[src/design/ptf_pkg.sv]
// Package of constants for the PHY test features block
package ptf_pkg;
   // ------------------------------------------------
   // Register byte offsets
   // ------------------------------------------------
   localparam logic [11:0] OFF_GEN_CTRL = 12'h000;
   localparam logic [11:0] OFF_GEN_CFG = 12'h004;
   localparam logic [11:0] OFF_CU_GOOD = 12'h008;
   localparam logic [11:0] OFF_CU_BAD = 12'h00C;
   localparam logic [11:0] OFF_RX_GOOD = 12'h010;
   localparam logic [11:0] OFF_RX_SEL = 12'h014;
   localparam logic [11:0] OFF_TX_GOOD = 12'h018;
   localparam logic [11:0] OFF_TX_SEL = 12'h01C;
   localparam logic [11:0] OFF_SD_CMD = 12'h020;
   localparam logic [11:0] OFF_PHY_CTRL = 12'h024;
   // ------------------------------------------------
   // Field positions
   // ------------------------------------------------
   localparam int GEN_EN_BIT = 15;
   localparam int GEN_TX_BIT = 14;
   localparam int GEN_DUR_BIT = 13;
   localparam int FLAG_BIT = 15;
   localparam int ISO_BIT = 10;
   localparam int NEAR_BIT = 14;
   localparam int FAR_BIT = 3;
   localparam int CONN_BIT = 0;
   localparam int SWAP_BIT = 5;
   localparam int PASS_BIT = 8;
   // ------------------------------------------------
   // Values and counts
   // ------------------------------------------------
   localparam logic [13:0] GOOD_MAX = 14'h270F;
   localparam logic [7:0] BAD_MAX = 8'hFF;
   localparam logic [24:0] FRAME_LIMIT = 25'h1C9C380;
   localparam logic [3:0] SD_TAG = 4'h9;
   localparam logic [3:0] SD_TAIL = 4'h2;
   localparam logic [1:0] SEL_MEDIA = 2'h0;
   localparam logic [1:0] SEL_MAC = 2'h1;
   localparam logic [15:0] GEN_CTRL_RST = 16'h0000;
   localparam logic [2:0] SD_APPLY_CYC = 3'h4;
   // ------------------------------------------------
   // Loop types
   // ------------------------------------------------
   typedef enum logic [1:0] {
      LOOP_NONE = 2'b00,
      LOOP_INPUT = 2'b01,
      LOOP_FACILITY = 2'b10,
      LOOP_EQUIPMENT = 2'b11
   } ptf_loop_t;
endpackage : ptf_pkg

[src/design/ptf_top.sv]
// PHY test features: generator, frame counters, loopback controls
`timescale 1ns/1ps
`default_nettype none
module ptf_top (
   // Clock and reset
   input wire logic ref_clk_i,
   input wire logic rst_i,
   // APB slave
   input wire logic psel_i,
   input wire logic penable_i,
   input wire logic pwrite_i,
   input wire logic [11:0] paddr_i,
   input wire logic [31:0] pwdata_i,
   output logic [31:0] prdata_o,
   output logic pready_o,
   output logic pslverr_o,
   // Frame events at monitored points (one-cycle pulses)
   input wire logic cu_rx_frame_i,
   input wire logic cu_rx_crc_ok_i,
   input wire logic fib_rx_frame_i,
   input wire logic fib_rx_crc_ok_i,
   input wire logic mac_rx_frame_i,
   input wire logic mac_rx_crc_ok_i,
   input wire logic fib_tx_frame_i,
   input wire logic fib_tx_crc_ok_i,
   input wire logic mac_tx_frame_i,
   input wire logic mac_tx_crc_ok_i,
   // Generator handshake with the frame engine
   input wire logic gen_frame_done_i,
   output logic gen_active_o,
   output logic gen_sending_o,
   // Datapath selects
   output logic mac_tx_ignore_o,
   output logic mac_rx_enable_o,
   output logic far_loop_o,
   output logic near_loop_o,
   output logic conn_loop_o,
   output logic swap_off_o,
   // SerDes loop control
   output logic [3:0] sd_port_o,
   output logic [1:0] sd_loop_o,
   output logic sd_apply_o,
   input wire logic sd_done_i
);
   // ------------------------------------------------
   // Bus decode
   // ------------------------------------------------
   logic acc;
   logic wr;
   logic rd;
   assign acc = psel_i & penable_i;
   assign wr = acc & pwrite_i;
   assign rd = acc & ~pwrite_i;
   assign pready_o = 1'b1;

   function automatic logic hit(input logic [11:0] a, input logic [11:0] off);
      hit = (a == off);
   endfunction : hit

   function automatic ptf_pkg::ptf_loop_t loop_dec(input logic [3:0] t);
      case (t)
         4'h2: loop_dec = ptf_pkg::LOOP_INPUT;
         4'h4: loop_dec = ptf_pkg::LOOP_FACILITY;
         4'h8: loop_dec = ptf_pkg::LOOP_EQUIPMENT;
         default: loop_dec = ptf_pkg::LOOP_NONE;
      endcase
   endfunction : loop_dec

   logic mapped;
   assign mapped = hit(paddr_i, ptf_pkg::OFF_GEN_CTRL) | hit(paddr_i, ptf_pkg::OFF_GEN_CFG)
      | hit(paddr_i, ptf_pkg::OFF_CU_GOOD) | hit(paddr_i, ptf_pkg::OFF_CU_BAD)
      | hit(paddr_i, ptf_pkg::OFF_RX_GOOD) | hit(paddr_i, ptf_pkg::OFF_RX_SEL)
      | hit(paddr_i, ptf_pkg::OFF_TX_GOOD) | hit(paddr_i, ptf_pkg::OFF_TX_SEL)
      | hit(paddr_i, ptf_pkg::OFF_SD_CMD) | hit(paddr_i, ptf_pkg::OFF_PHY_CTRL);
   assign pslverr_o = acc & ~mapped;

   // ------------------------------------------------
   // Control registers
   // ------------------------------------------------
   logic [15:0] gen_ctrl_q;
   logic [15:0] gen_cfg_q;
   logic [15:0] phy_ctrl_q;
   logic [1:0] rx_sel_q;
   logic [1:0] tx_sel_q;
   logic [24:0] sent_q;
   logic pass_thru;
   logic gen_en;
   logic gen_tx;
   logic limit_hit;
   assign pass_thru = phy_ctrl_q[ptf_pkg::PASS_BIT];
   assign gen_en = gen_ctrl_q[ptf_pkg::GEN_EN_BIT] & ~pass_thru;
   assign gen_tx = gen_en & gen_ctrl_q[ptf_pkg::GEN_TX_BIT];
   assign limit_hit = gen_tx & gen_frame_done_i & ~gen_ctrl_q[ptf_pkg::GEN_DUR_BIT]
      & (sent_q == ptf_pkg::FRAME_LIMIT - 25'h1);

   // Generator control with self-clearing transmit bit
   always_ff @(posedge ref_clk_i) begin
      if (rst_i) begin
         gen_ctrl_q <= ptf_pkg::GEN_CTRL_RST;
      end else if (wr && hit(paddr_i, ptf_pkg::OFF_GEN_CTRL)) begin
         gen_ctrl_q <= pwdata_i[15:0];
      end else if (limit_hit) begin
         gen_ctrl_q[ptf_pkg::GEN_TX_BIT] <= 1'b0;
      end
   end

   // Frame count toward the duration limit
   always_ff @(posedge ref_clk_i) begin
      if (rst_i || !gen_tx || limit_hit) begin
         sent_q <= 25'h0;
      end else if (gen_frame_done_i) begin
         sent_q <= sent_q + 25'h1;
      end
   end

   // Settings and plain control words
   always_ff @(posedge ref_clk_i) begin
      if (rst_i) begin
         gen_cfg_q <= 16'h0000;
         phy_ctrl_q <= 16'h0000;
         rx_sel_q <= ptf_pkg::SEL_MEDIA;
         tx_sel_q <= ptf_pkg::SEL_MEDIA;
      end else if (wr) begin
         if (hit(paddr_i, ptf_pkg::OFF_GEN_CFG)) gen_cfg_q <= pwdata_i[15:0];
         if (hit(paddr_i, ptf_pkg::OFF_PHY_CTRL)) phy_ctrl_q <= pwdata_i[15:0];
         if (hit(paddr_i, ptf_pkg::OFF_RX_SEL)) rx_sel_q <= pwdata_i[15:14];
         if (hit(paddr_i, ptf_pkg::OFF_TX_SEL)) tx_sel_q <= pwdata_i[15:14];
      end
   end

   // Datapath control outputs
   assign gen_active_o = gen_en;
   assign gen_sending_o = gen_tx;
   assign far_loop_o = phy_ctrl_q[ptf_pkg::FAR_BIT];
   assign near_loop_o = phy_ctrl_q[ptf_pkg::NEAR_BIT];
   assign mac_tx_ignore_o = gen_en | far_loop_o;
   assign mac_rx_enable_o = ~phy_ctrl_q[ptf_pkg::ISO_BIT];
   assign conn_loop_o = phy_ctrl_q[ptf_pkg::CONN_BIT];
   assign swap_off_o = phy_ctrl_q[ptf_pkg::SWAP_BIT] & conn_loop_o;

   // ------------------------------------------------
   // Counter sources
   // ------------------------------------------------
   logic [3:0] ev;
   logic [3:0] ok;
   logic [3:0] clr;
   // Point 0 copper, 1 receive select, 2 transmit select
   assign ev[0] = cu_rx_frame_i;
   assign ok[0] = cu_rx_crc_ok_i;
   assign ev[1] = (rx_sel_q == ptf_pkg::SEL_MAC) ? mac_rx_frame_i :
      (rx_sel_q == ptf_pkg::SEL_MEDIA) ? fib_rx_frame_i : 1'b0;
   assign ok[1] = (rx_sel_q == ptf_pkg::SEL_MAC) ? mac_rx_crc_ok_i : fib_rx_crc_ok_i;
   assign ev[2] = (tx_sel_q == ptf_pkg::SEL_MAC) ? mac_tx_frame_i :
      (tx_sel_q == ptf_pkg::SEL_MEDIA) ? fib_tx_frame_i : 1'b0;
   assign ok[2] = (tx_sel_q == ptf_pkg::SEL_MAC) ? mac_tx_crc_ok_i : fib_tx_crc_ok_i;
   assign ev[3] = 1'b0;
   assign ok[3] = 1'b0;
   // Good-register read clears flag and good count; bad read clears bad count
   logic [3:0] clr_bad;
   assign clr[0] = rd & hit(paddr_i, ptf_pkg::OFF_CU_GOOD);
   assign clr[1] = rd & hit(paddr_i, ptf_pkg::OFF_RX_GOOD);
   assign clr[2] = rd & hit(paddr_i, ptf_pkg::OFF_TX_GOOD);
   assign clr[3] = 1'b0;
   assign clr_bad[0] = rd & hit(paddr_i, ptf_pkg::OFF_CU_BAD);
   assign clr_bad[1] = rd & hit(paddr_i, ptf_pkg::OFF_RX_SEL);
   assign clr_bad[2] = rd & hit(paddr_i, ptf_pkg::OFF_TX_SEL);
   assign clr_bad[3] = 1'b0;

   logic [13:0] good_q [0:2];
   logic [7:0] bad_q [0:2];
   logic [2:0] flag_q;

   genvar g;
   generate
      for (g = 0; g < 3; g++) begin : g_cnt
         logic [13:0] good_base;
         logic [7:0] bad_base;
         logic [13:0] good_d;
         logic [7:0] bad_d;
         // A frame in the read cycle counts from zero, so it survives the clear
         assign good_base = clr[g] ? 14'h0 : good_q[g];
         assign bad_base = clr_bad[g] ? 8'h0 : bad_q[g];
         assign good_d = (good_base == ptf_pkg::GOOD_MAX) ? 14'h0 : good_base + 14'h1;
         assign bad_d = (bad_base == ptf_pkg::BAD_MAX) ? bad_base : bad_base + 8'h1;
         always_ff @(posedge ref_clk_i) begin
            if (rst_i) begin
               good_q[g] <= 14'h0;
               bad_q[g] <= 8'h0;
               flag_q[g] <= 1'b0;
            end else begin
               flag_q[g] <= ev[g] | (flag_q[g] & ~clr[g]);
               good_q[g] <= (ev[g] & ok[g]) ? good_d : good_base;
               bad_q[g] <= (ev[g] & ~ok[g]) ? bad_d : bad_base;
            end
         end
      end
   endgenerate

   // ------------------------------------------------
   // SerDes loop command
   // ------------------------------------------------
   typedef enum logic [1:0] {
      SD_IDLE = 2'b00,
      SD_APPLY = 2'b01,
      SD_WAIT = 2'b10
   } ptf_sd_t;
   ptf_sd_t sd_q;
   logic [15:0] sd_cmd_q;
   logic [2:0] sd_cnt_q;
   logic sd_wr;
   logic sd_valid;
   assign sd_wr = wr & hit(paddr_i, ptf_pkg::OFF_SD_CMD) & (sd_q == SD_IDLE);
   assign sd_valid = (pwdata_i[15:12] == ptf_pkg::SD_TAG) & (pwdata_i[3:0] == ptf_pkg::SD_TAIL)
      & (pwdata_i[11:10] == 2'b00);

   // Accept a well-formed command and run it to completion
   always_ff @(posedge ref_clk_i) begin
      if (rst_i) begin
         sd_q <= SD_IDLE;
         sd_cmd_q <= 16'h0000;
         sd_cnt_q <= 3'h0;
         sd_port_o <= 4'h0;
         sd_loop_o <= ptf_pkg::LOOP_NONE;
      end else begin
         case (sd_q)
            SD_IDLE: begin
               if (sd_wr) begin
                  sd_cmd_q <= pwdata_i[15:0];
                  if (sd_valid) begin
                     sd_q <= SD_APPLY;
                     sd_port_o <= pwdata_i[11:8];
                     sd_loop_o <= loop_dec(pwdata_i[7:4]);
                     sd_cnt_q <= ptf_pkg::SD_APPLY_CYC;
                  end else begin
                     sd_cmd_q[15] <= 1'b0;
                  end
               end
            end
            SD_APPLY: begin
               sd_cnt_q <= sd_cnt_q - 3'h1;
               if (sd_cnt_q == 3'h1) sd_q <= SD_WAIT;
            end
            SD_WAIT: begin
               if (sd_done_i) begin
                  sd_cmd_q[15] <= 1'b0;
                  sd_q <= SD_IDLE;
               end
            end
            default: sd_q <= SD_IDLE;
         endcase
      end
   end
   assign sd_apply_o = (sd_q == SD_APPLY);

   // ------------------------------------------------
   // Read data
   // ------------------------------------------------
   logic [31:0] rdata_d;
   always_comb begin
      rdata_d = 32'h0;
      if (hit(paddr_i, ptf_pkg::OFF_GEN_CTRL)) rdata_d[15:0] = gen_ctrl_q;
      if (hit(paddr_i, ptf_pkg::OFF_GEN_CFG)) rdata_d[15:0] = gen_cfg_q;
      if (hit(paddr_i, ptf_pkg::OFF_CU_GOOD)) rdata_d[15:0] = {flag_q[0], 1'b0, good_q[0]};
      if (hit(paddr_i, ptf_pkg::OFF_CU_BAD)) rdata_d[15:0] = {8'h00, bad_q[0]};
      if (hit(paddr_i, ptf_pkg::OFF_RX_GOOD)) rdata_d[15:0] = {flag_q[1], 1'b0, good_q[1]};
      if (hit(paddr_i, ptf_pkg::OFF_RX_SEL)) rdata_d[15:0] = {rx_sel_q, 6'h00, bad_q[1]};
      if (hit(paddr_i, ptf_pkg::OFF_TX_GOOD)) rdata_d[15:0] = {flag_q[2], 1'b0, good_q[2]};
      if (hit(paddr_i, ptf_pkg::OFF_TX_SEL)) rdata_d[15:0] = {tx_sel_q, 6'h00, bad_q[2]};
      if (hit(paddr_i, ptf_pkg::OFF_SD_CMD)) rdata_d[15:0] = sd_cmd_q;
      if (hit(paddr_i, ptf_pkg::OFF_PHY_CTRL)) rdata_d[15:0] = phy_ctrl_q;
   end
   // Registered read data, loaded in the setup cycle
   always_ff @(posedge ref_clk_i) begin
      if (rst_i) prdata_o <= 32'h0;
      else if (psel_i && !penable_i && !pwrite_i) prdata_o <= rdata_d;
   end
endmodule : ptf_top
`default_nettype wire

[config.mk]
export PLATFORM = sky130hd
export DESIGN_NAME = ptf_top
export DESIGN_NICKNAME = d
export VERILOG_FILES = /design/src/design/ptf_pkg.sv /design/src/design/ptf_top.sv
export SDC_FILE = /design/constraint.sdc
export NUM_CORES = 1
export LEC_CHECK = 0
export BUFFER_PORTS_ARGS = -buffer_cell sky130_fd_sc_hd__buf_2
export CORE_MARGIN = 5
export CORE_UTILIZATION = 64
export CTS_BUF_LIST = sky130_fd_sc_hd__clkbuf_16
export CTS_CLUSTER_SIZE = 28
export DETAILED_ROUTE_END_ITERATION = 10
export GPL_ROUTABILITY_DRIVEN = 0
export MAX_ROUTING_LAYER = met4
export PLACE_DENSITY = 0.86
export SLEW_MARGIN = 15
export SYNTH_ARGS = -nofsm -noshare
export SYNTH_HDL_FRONTEND = slang
export SYNTH_SLANG_ARGS = --single-unit
export TNS_END_PERCENT = 30
[constraint.sdc]
create_clock -name ref_clk_i -period 4.1 [get_ports ref_clk_i]
set_input_delay 0.41 -clock ref_clk_i [delete_from_list [all_inputs] [get_ports ref_clk_i]]
set_output_delay 0.41 -clock ref_clk_i [all_outputs]
set_load 0.02 [all_outputs]
==> run metrics, run 1 <==
status finished clean; mapped cell area 9920 um2; Critical Path AT 3.30 ns; Die W 134 um; Tcrit/Tclk final 71.3%; share of layout cells above drive strength 1 12.2%; Worst Clk Skew 0.0126 ns; Slew HR 37.5%; Initial Util 65.2%; Tightest Pin Transition 0.931 ns; MaxCap Viol Count 0; synth unique cells 90; Power Density 344 nW/um2; Cells after Synth 1224; core area 15200 um2; final hold violations 0; Max Fclk 342 MHz; Synth Flop Type dfxtp_1; post-route setup slack 1.18 ns; total negative slack 0 ns; CP required 4.48 ns; initial DRC count 1105; All-Layer GR Usage 31.9%; WL/cell 19.2 um; commonest non-fill, non-tap cell in the layout dfxtp_1; Routed WL approximately 28 mm; Post-DP Area 10300 um2; Layout Cells excl Fill roughly 1500; later-pin clock latency in the skew report 0.45 ns; R2R setup slack 1.65 ns; clk sinks 189; synth warn 0; # H-tree levels 4; post-cts resize count 0; Design Area, Final 10900 um2; total power roughly 3.7 mW; final worst path period need 2.92 ns; CTS tree built; drc violations 0; chip height 134 um; most frequent cells in the layout dfxtp_1, nand2_1, nor2_1; First-pass DRT Iterations 6; Vias 9451; DRT antenna net count 0; CTS Buffer Depth 2; Cell Count Post-Placement 1432; static leakage 3.92 nW; sequential share of the synthesized area 38.1%; Std-Cell Rows 45; antenna violations before repair 1; Worst Hold Class in2reg; Worst setup EP type flop; Async SR Flop Fraction 0%; Synth Area per Inst 8.10 um2; setup violators final 0; Remaining Overflow, GRT 0; TritonCTS buffer count 17; final hold slack 0.258 ns; buffer count from post-CTS setup fixing 0; # hold bufs at CTS 0; vias in the first global route 8727; critical path type in2reg; I/O Buffers 76; maximum VDD drop slightly below 0.0005 V; I/O pins 110; Die Area approximately 18000 um2; synth-to-layout area growth 9.45%; dpl ws 0.808 ns; Final nets 1333; first-pass GRT wire length 45.1 mm; Startpoint Class input port; Post-synth EDFFs 0; RSZ-0062 raised after global routing no; fin. max-slew vios 0; Synth Register Bits 189; largest net degree at the start of global routing between 80 and 90; Worst Path Max Fanout 11; dpl hpwl 19.6 mm; fin util 71.4%; clk root buf clkbuf_16; Reg clk slew, reported paths 0.08 ns; DR vias/cell 6.45
[cell usage after synthesis (8+ instances only)]
master      n  area share [%]
xnor2_1    23             2.0
nand4_1    25             1.6
a211oi_1    8            0.61
or3_1      12            0.76
dfxtp_1   189              38
o21ai_0    45             2.3
clkbuf_1   45             1.7
nor2_1    153             5.8
nor4_1     10            0.63
buf_4      19             1.4
nor2b_1     8            0.50
nor3b_1     8            0.61
and3_1     20             1.3
a21oi_1    84             4.2
inv_1      21            0.79
nand3_1    63             3.2
nand3b_1    9            0.68
nor3_1     26             1.3
and2_1     18             1.1
o32ai_1     9            0.79
mux2i_1    39             3.9
xor2_1     37             3.3
a22oi_1    20             1.5
buf_2      15            0.76
nand2_1   160             6.1
ha_1        9             1.1
[registers in the layout (all words and copies together) (netlist names), 16 cells and up]
signal / flops
good_q: 42
sent_q: 25
bad_q: 24
gen_cfg_q: 16
gen_ctrl_q: 16
phy_ctrl_q: 16
prdata_o: 16
sd_cmd_q: 16
[per-layer routing]
layer  part of all wire (%)  track usage, %  vias to the layer above
li1                       -               -                     4426
met1                     41            41.6                     4419
met2                     45            48.6                      521
met3                     10            6.78                       85
met4                    3.4            12.9                        0
met5                      0               -                        -
[final timing paths]
check	from	endpoint	cells past startpoint
max	paddr_i[9]	good_q[1][4]	10
min reg2reg	gen_cfg_q[12]	gen_cfg_q[12]	2
max reg2reg	gen_ctrl_q[15]	sent_q[19]	6
min	pwdata_i[8]	phy_ctrl_q[8]	3
[critical path, cell delays in order]
cell	delay [ns]
buf_2	0.12
nor4_4	0.54
and3_1	0.55
nand2_1	0.24
and2_1	0.22
ha_1	0.22
o211ai_1	0.18
nor4_1	0.13
or3_1	0.52
nor2_1	0.17
[logic make-up after synthesis]
family	share of synthesized area, %
xor gates and xnor gates	5.30
AOI/OAI and AO/OA	16.1
other	0.0757
DFF	38.1
adders and majority gates	1.14
buffers and inverters	5.03
muxes	5.18
and+or+nand+nor	29.0
[area by class of cell]
cell class / count / area, um2
multi-input combinational: 944 / 5690
timing repair buffer: 89 / 480
inverter: 22 / 82.6
clock inverter: 15 / 154
fill: 1168 / 4350
sequential: 189 / 3780
tap: 188 / 235
antenna: 1 / 2.50
clock buffer: 17 / 425
[where the power goes]
part | switching (mW) | internal, mW
sequential | 0.0122 | 1.85
clock | 0.824 | 0.813
combinational | 0.171 | 0.0717
total | 1.01 | 2.73
(Power assumes the default switching activity.)
==> inputs of run 2 (changes only) <==
--- a/config.mk
+++ b/config.mk
@@ -7,13 +7,13 @@
 export LEC_CHECK = 0
 export BUFFER_PORTS_ARGS = -buffer_cell sky130_fd_sc_hd__buf_2
 export CORE_MARGIN = 5
-export CORE_UTILIZATION = 64
+export CORE_UTILIZATION = 59
 export CTS_BUF_LIST = sky130_fd_sc_hd__clkbuf_16
 export CTS_CLUSTER_SIZE = 28
 export DETAILED_ROUTE_END_ITERATION = 10
 export GPL_ROUTABILITY_DRIVEN = 0
 export MAX_ROUTING_LAYER = met4
-export PLACE_DENSITY = 0.86
+export PLACE_DENSITY = 0.8
 export SLEW_MARGIN = 15
 export SYNTH_ARGS = -nofsm -noshare
 export SYNTH_HDL_FRONTEND = slang
==> constraint.sdc (replaced) <==
create_clock -name ref_clk_i -period 3 [get_ports ref_clk_i]
set_input_delay 0.3 -clock ref_clk_i [delete_from_list [all_inputs] [get_ports ref_clk_i]]
set_output_delay 0.3 -clock ref_clk_i [all_outputs]
set_load 0.02 [all_outputs]
==> run 2 against run 1 <==
  * Clock power grew 32%
  * Sequential share of layout area shrank 0.55 points
  * Critical path depth grew 1
  * Power grew 35%
  * Setup slack lost 0.60 ns
  * Non-clock buffer count grew 21
  * Sequential power grew 37%
  * First-iteration DRC count shrank 14%
  * Die area grew 7.8%
  * Combinational power grew 40%
  * Global-route usage shrank 2.5 points
  * Sequential cell count is the same
  * Critical endpoint is now bad_q[2][4]
  * Largest power group unchanged
==> run metrics, run 2 (synthesis gave the netlist of run 1 again) <==
Worst Path Max Fanout 8; Std-Cell Rows 47; Layout Cells excl Fill 1519; clk root buf clkbuf_16; initial DRC count 951; reg2reg start good_q[2][12]; most frequent cells in the layout dfxtp_1, nand2_1, nor2_1; R2R setup slack 0.71 ns; total negative slack 0 ns; # H-tree levels 4; All-Layer GR Usage 29.4%; First-pass DRT Iterations 5; Critical Path AT 2.80 ns; largest net degree at the start of global routing 57; CTS tree built; synth-to-layout area growth 11.2%; drc violations 0; I/O pins 110; Pint between 3 and 4 mW; DRT antenna net count 0; TritonCTS buffer count 17; Routed WL roughly 28 mm; RR Endpoint good_q[2][9]; Reg clk slew, reported paths 0.07 ns; core area 16500 um2; Tightest Pin Transition 0.743 ns; setup violators final 0; buffer count from post-CTS setup fixing 0; final hold violations 0; combinational cell fraction of total power 6.7%; power share of the clock group 42.9%; I/O Buffers 76; WL/cell about 19 um; most used cell, CP or3_1; later-pin clock latency in the skew report 0.44 ns; final hold slack 0.173 ns; status finished clean; Startpoint Class input port; Initial Util 60.0%; Largest register FFs 42; crit-path cells buf_2, nor4_4, nand3_2, or3_1, and2_1, ha_1, nand3_1, nor3_1, nand2b_1, or3_1, a21oi_1; Remaining Overflow, GRT 0; R2R cell count 5; commonest non-fill, non-tap cell in the layout dfxtp_1; Power Density about 460 nW/um2; critical path type in2reg; Tcrit/Tclk final 80.9%; Worst Hold Class in2reg; Cell Count Post-Placement 1485; CP required around 3.4 ns; RSZ-0062 raised after global routing no; Die Area 19500 um2; Sw Pwr 1.32 mW; # hold bufs at CTS 0; Max Fclk 412 MHz; static leakage roughly 4.0 nW; Slew HR 50.1%; CP max-delay cell or3_1; dpl hpwl 20.1 mm; Regs by FF count good_q x42, sent_q x25, bad_q x24; Final nets between 1000 and 1500; Worst setup EP type flop; most flop-heavy register good_q; post-cts resize count 0; CTS Buffer Depth 2; post-route setup slack 0.574 ns; Worst Clk Skew between 0.01 and 0.015 ns; MaxCap Viol Count 0; antenna violations before repair 1; Critical Path Sink bad_q[2][4]; fin. max-slew vios 0; Vias 9457; dpl ws 0.135 ns; crit path launch paddr_i[9]; final worst path period need roughly 2.4 ns; total power 5.05 mW; Sw Share 26.2%; first-pass GRT wire length 45.3 mm; CP max stage delay 0.49 ns; share of layout cells above drive strength 1 13.6%; vias in the first global route 8797; Flop pwr share 50.3%; clk sinks ~190; Die W roughly 140 um; maximum VDD drop between 0.0004 and 0.0005 V; chip height 140 um; DR vias/cell 6.23
run 2: layout make-up:
class                   instances  area [um2]
well taps                     220         275
clock inverters                15         129
diodes                          2        5.00
fillers                      1393        5490
inverters                      22        82.6
flip-flops and latches        189        3780
repair buffers                110         638
clock buffers                  17         425
multi-input cells             944        5690
run 2: how the worst min path moves through the flow:
stage,start,endpoint,depth (start not counted)
after floorplan,cu_rx_frame_i,flag_q[0],2
after global placement,gen_cfg_q[1],gen_cfg_q[1],2
after detailed placement,gen_cfg_q[1],gen_cfg_q[1],2
after CTS,pwdata_i[9],gen_cfg_q[9],3
after global routing,pwdata_i[9],phy_ctrl_q[9],3
final,pwdata_i[6],phy_ctrl_q[6],3
run 2: through the flow:
stage | util [%] | cell area [um2]
floorplan | - | 9970
global placement | 63.4 | 10500
detailed placement | 63.4 | 10500
CTS | 66.7 | 11000
global route | 66.7 | 11000
finish | 66.8 | 11000
run 2: power by group through the flow:
stage	Combinational (mW)	Clock [mW]	Sequential [mW]
final	0.339	2.17	2.54
after global routing	0.361	2.29	2.54
after CTS	0.330	2.19	2.54
after detailed placement	0.327	0	2.60
after global placement	0.324	0	2.60
after floorplan	0.221	0	2.60
run 2: worst max-delay path: cells and delay by family:
| family | cells | cell delay [ns] |
|---|---|---|
| buffers and inverters | 1 | 0.11 |
| AOI/OAI and AO/OA | 1 | 0.13 |
| adders and majority gates | 1 | 0.21 |
| and+or+nand+nor | 8 | 2.03 |
run 2: per-layer routing:
metal	track usage (%)	vias up	wire, um
met3	6.72	76	2850
met1	39.1	4457	11900
met5	-	-	0
li1	-	4471	-
met4	10.7	0	973
met2	44.0	453	12500
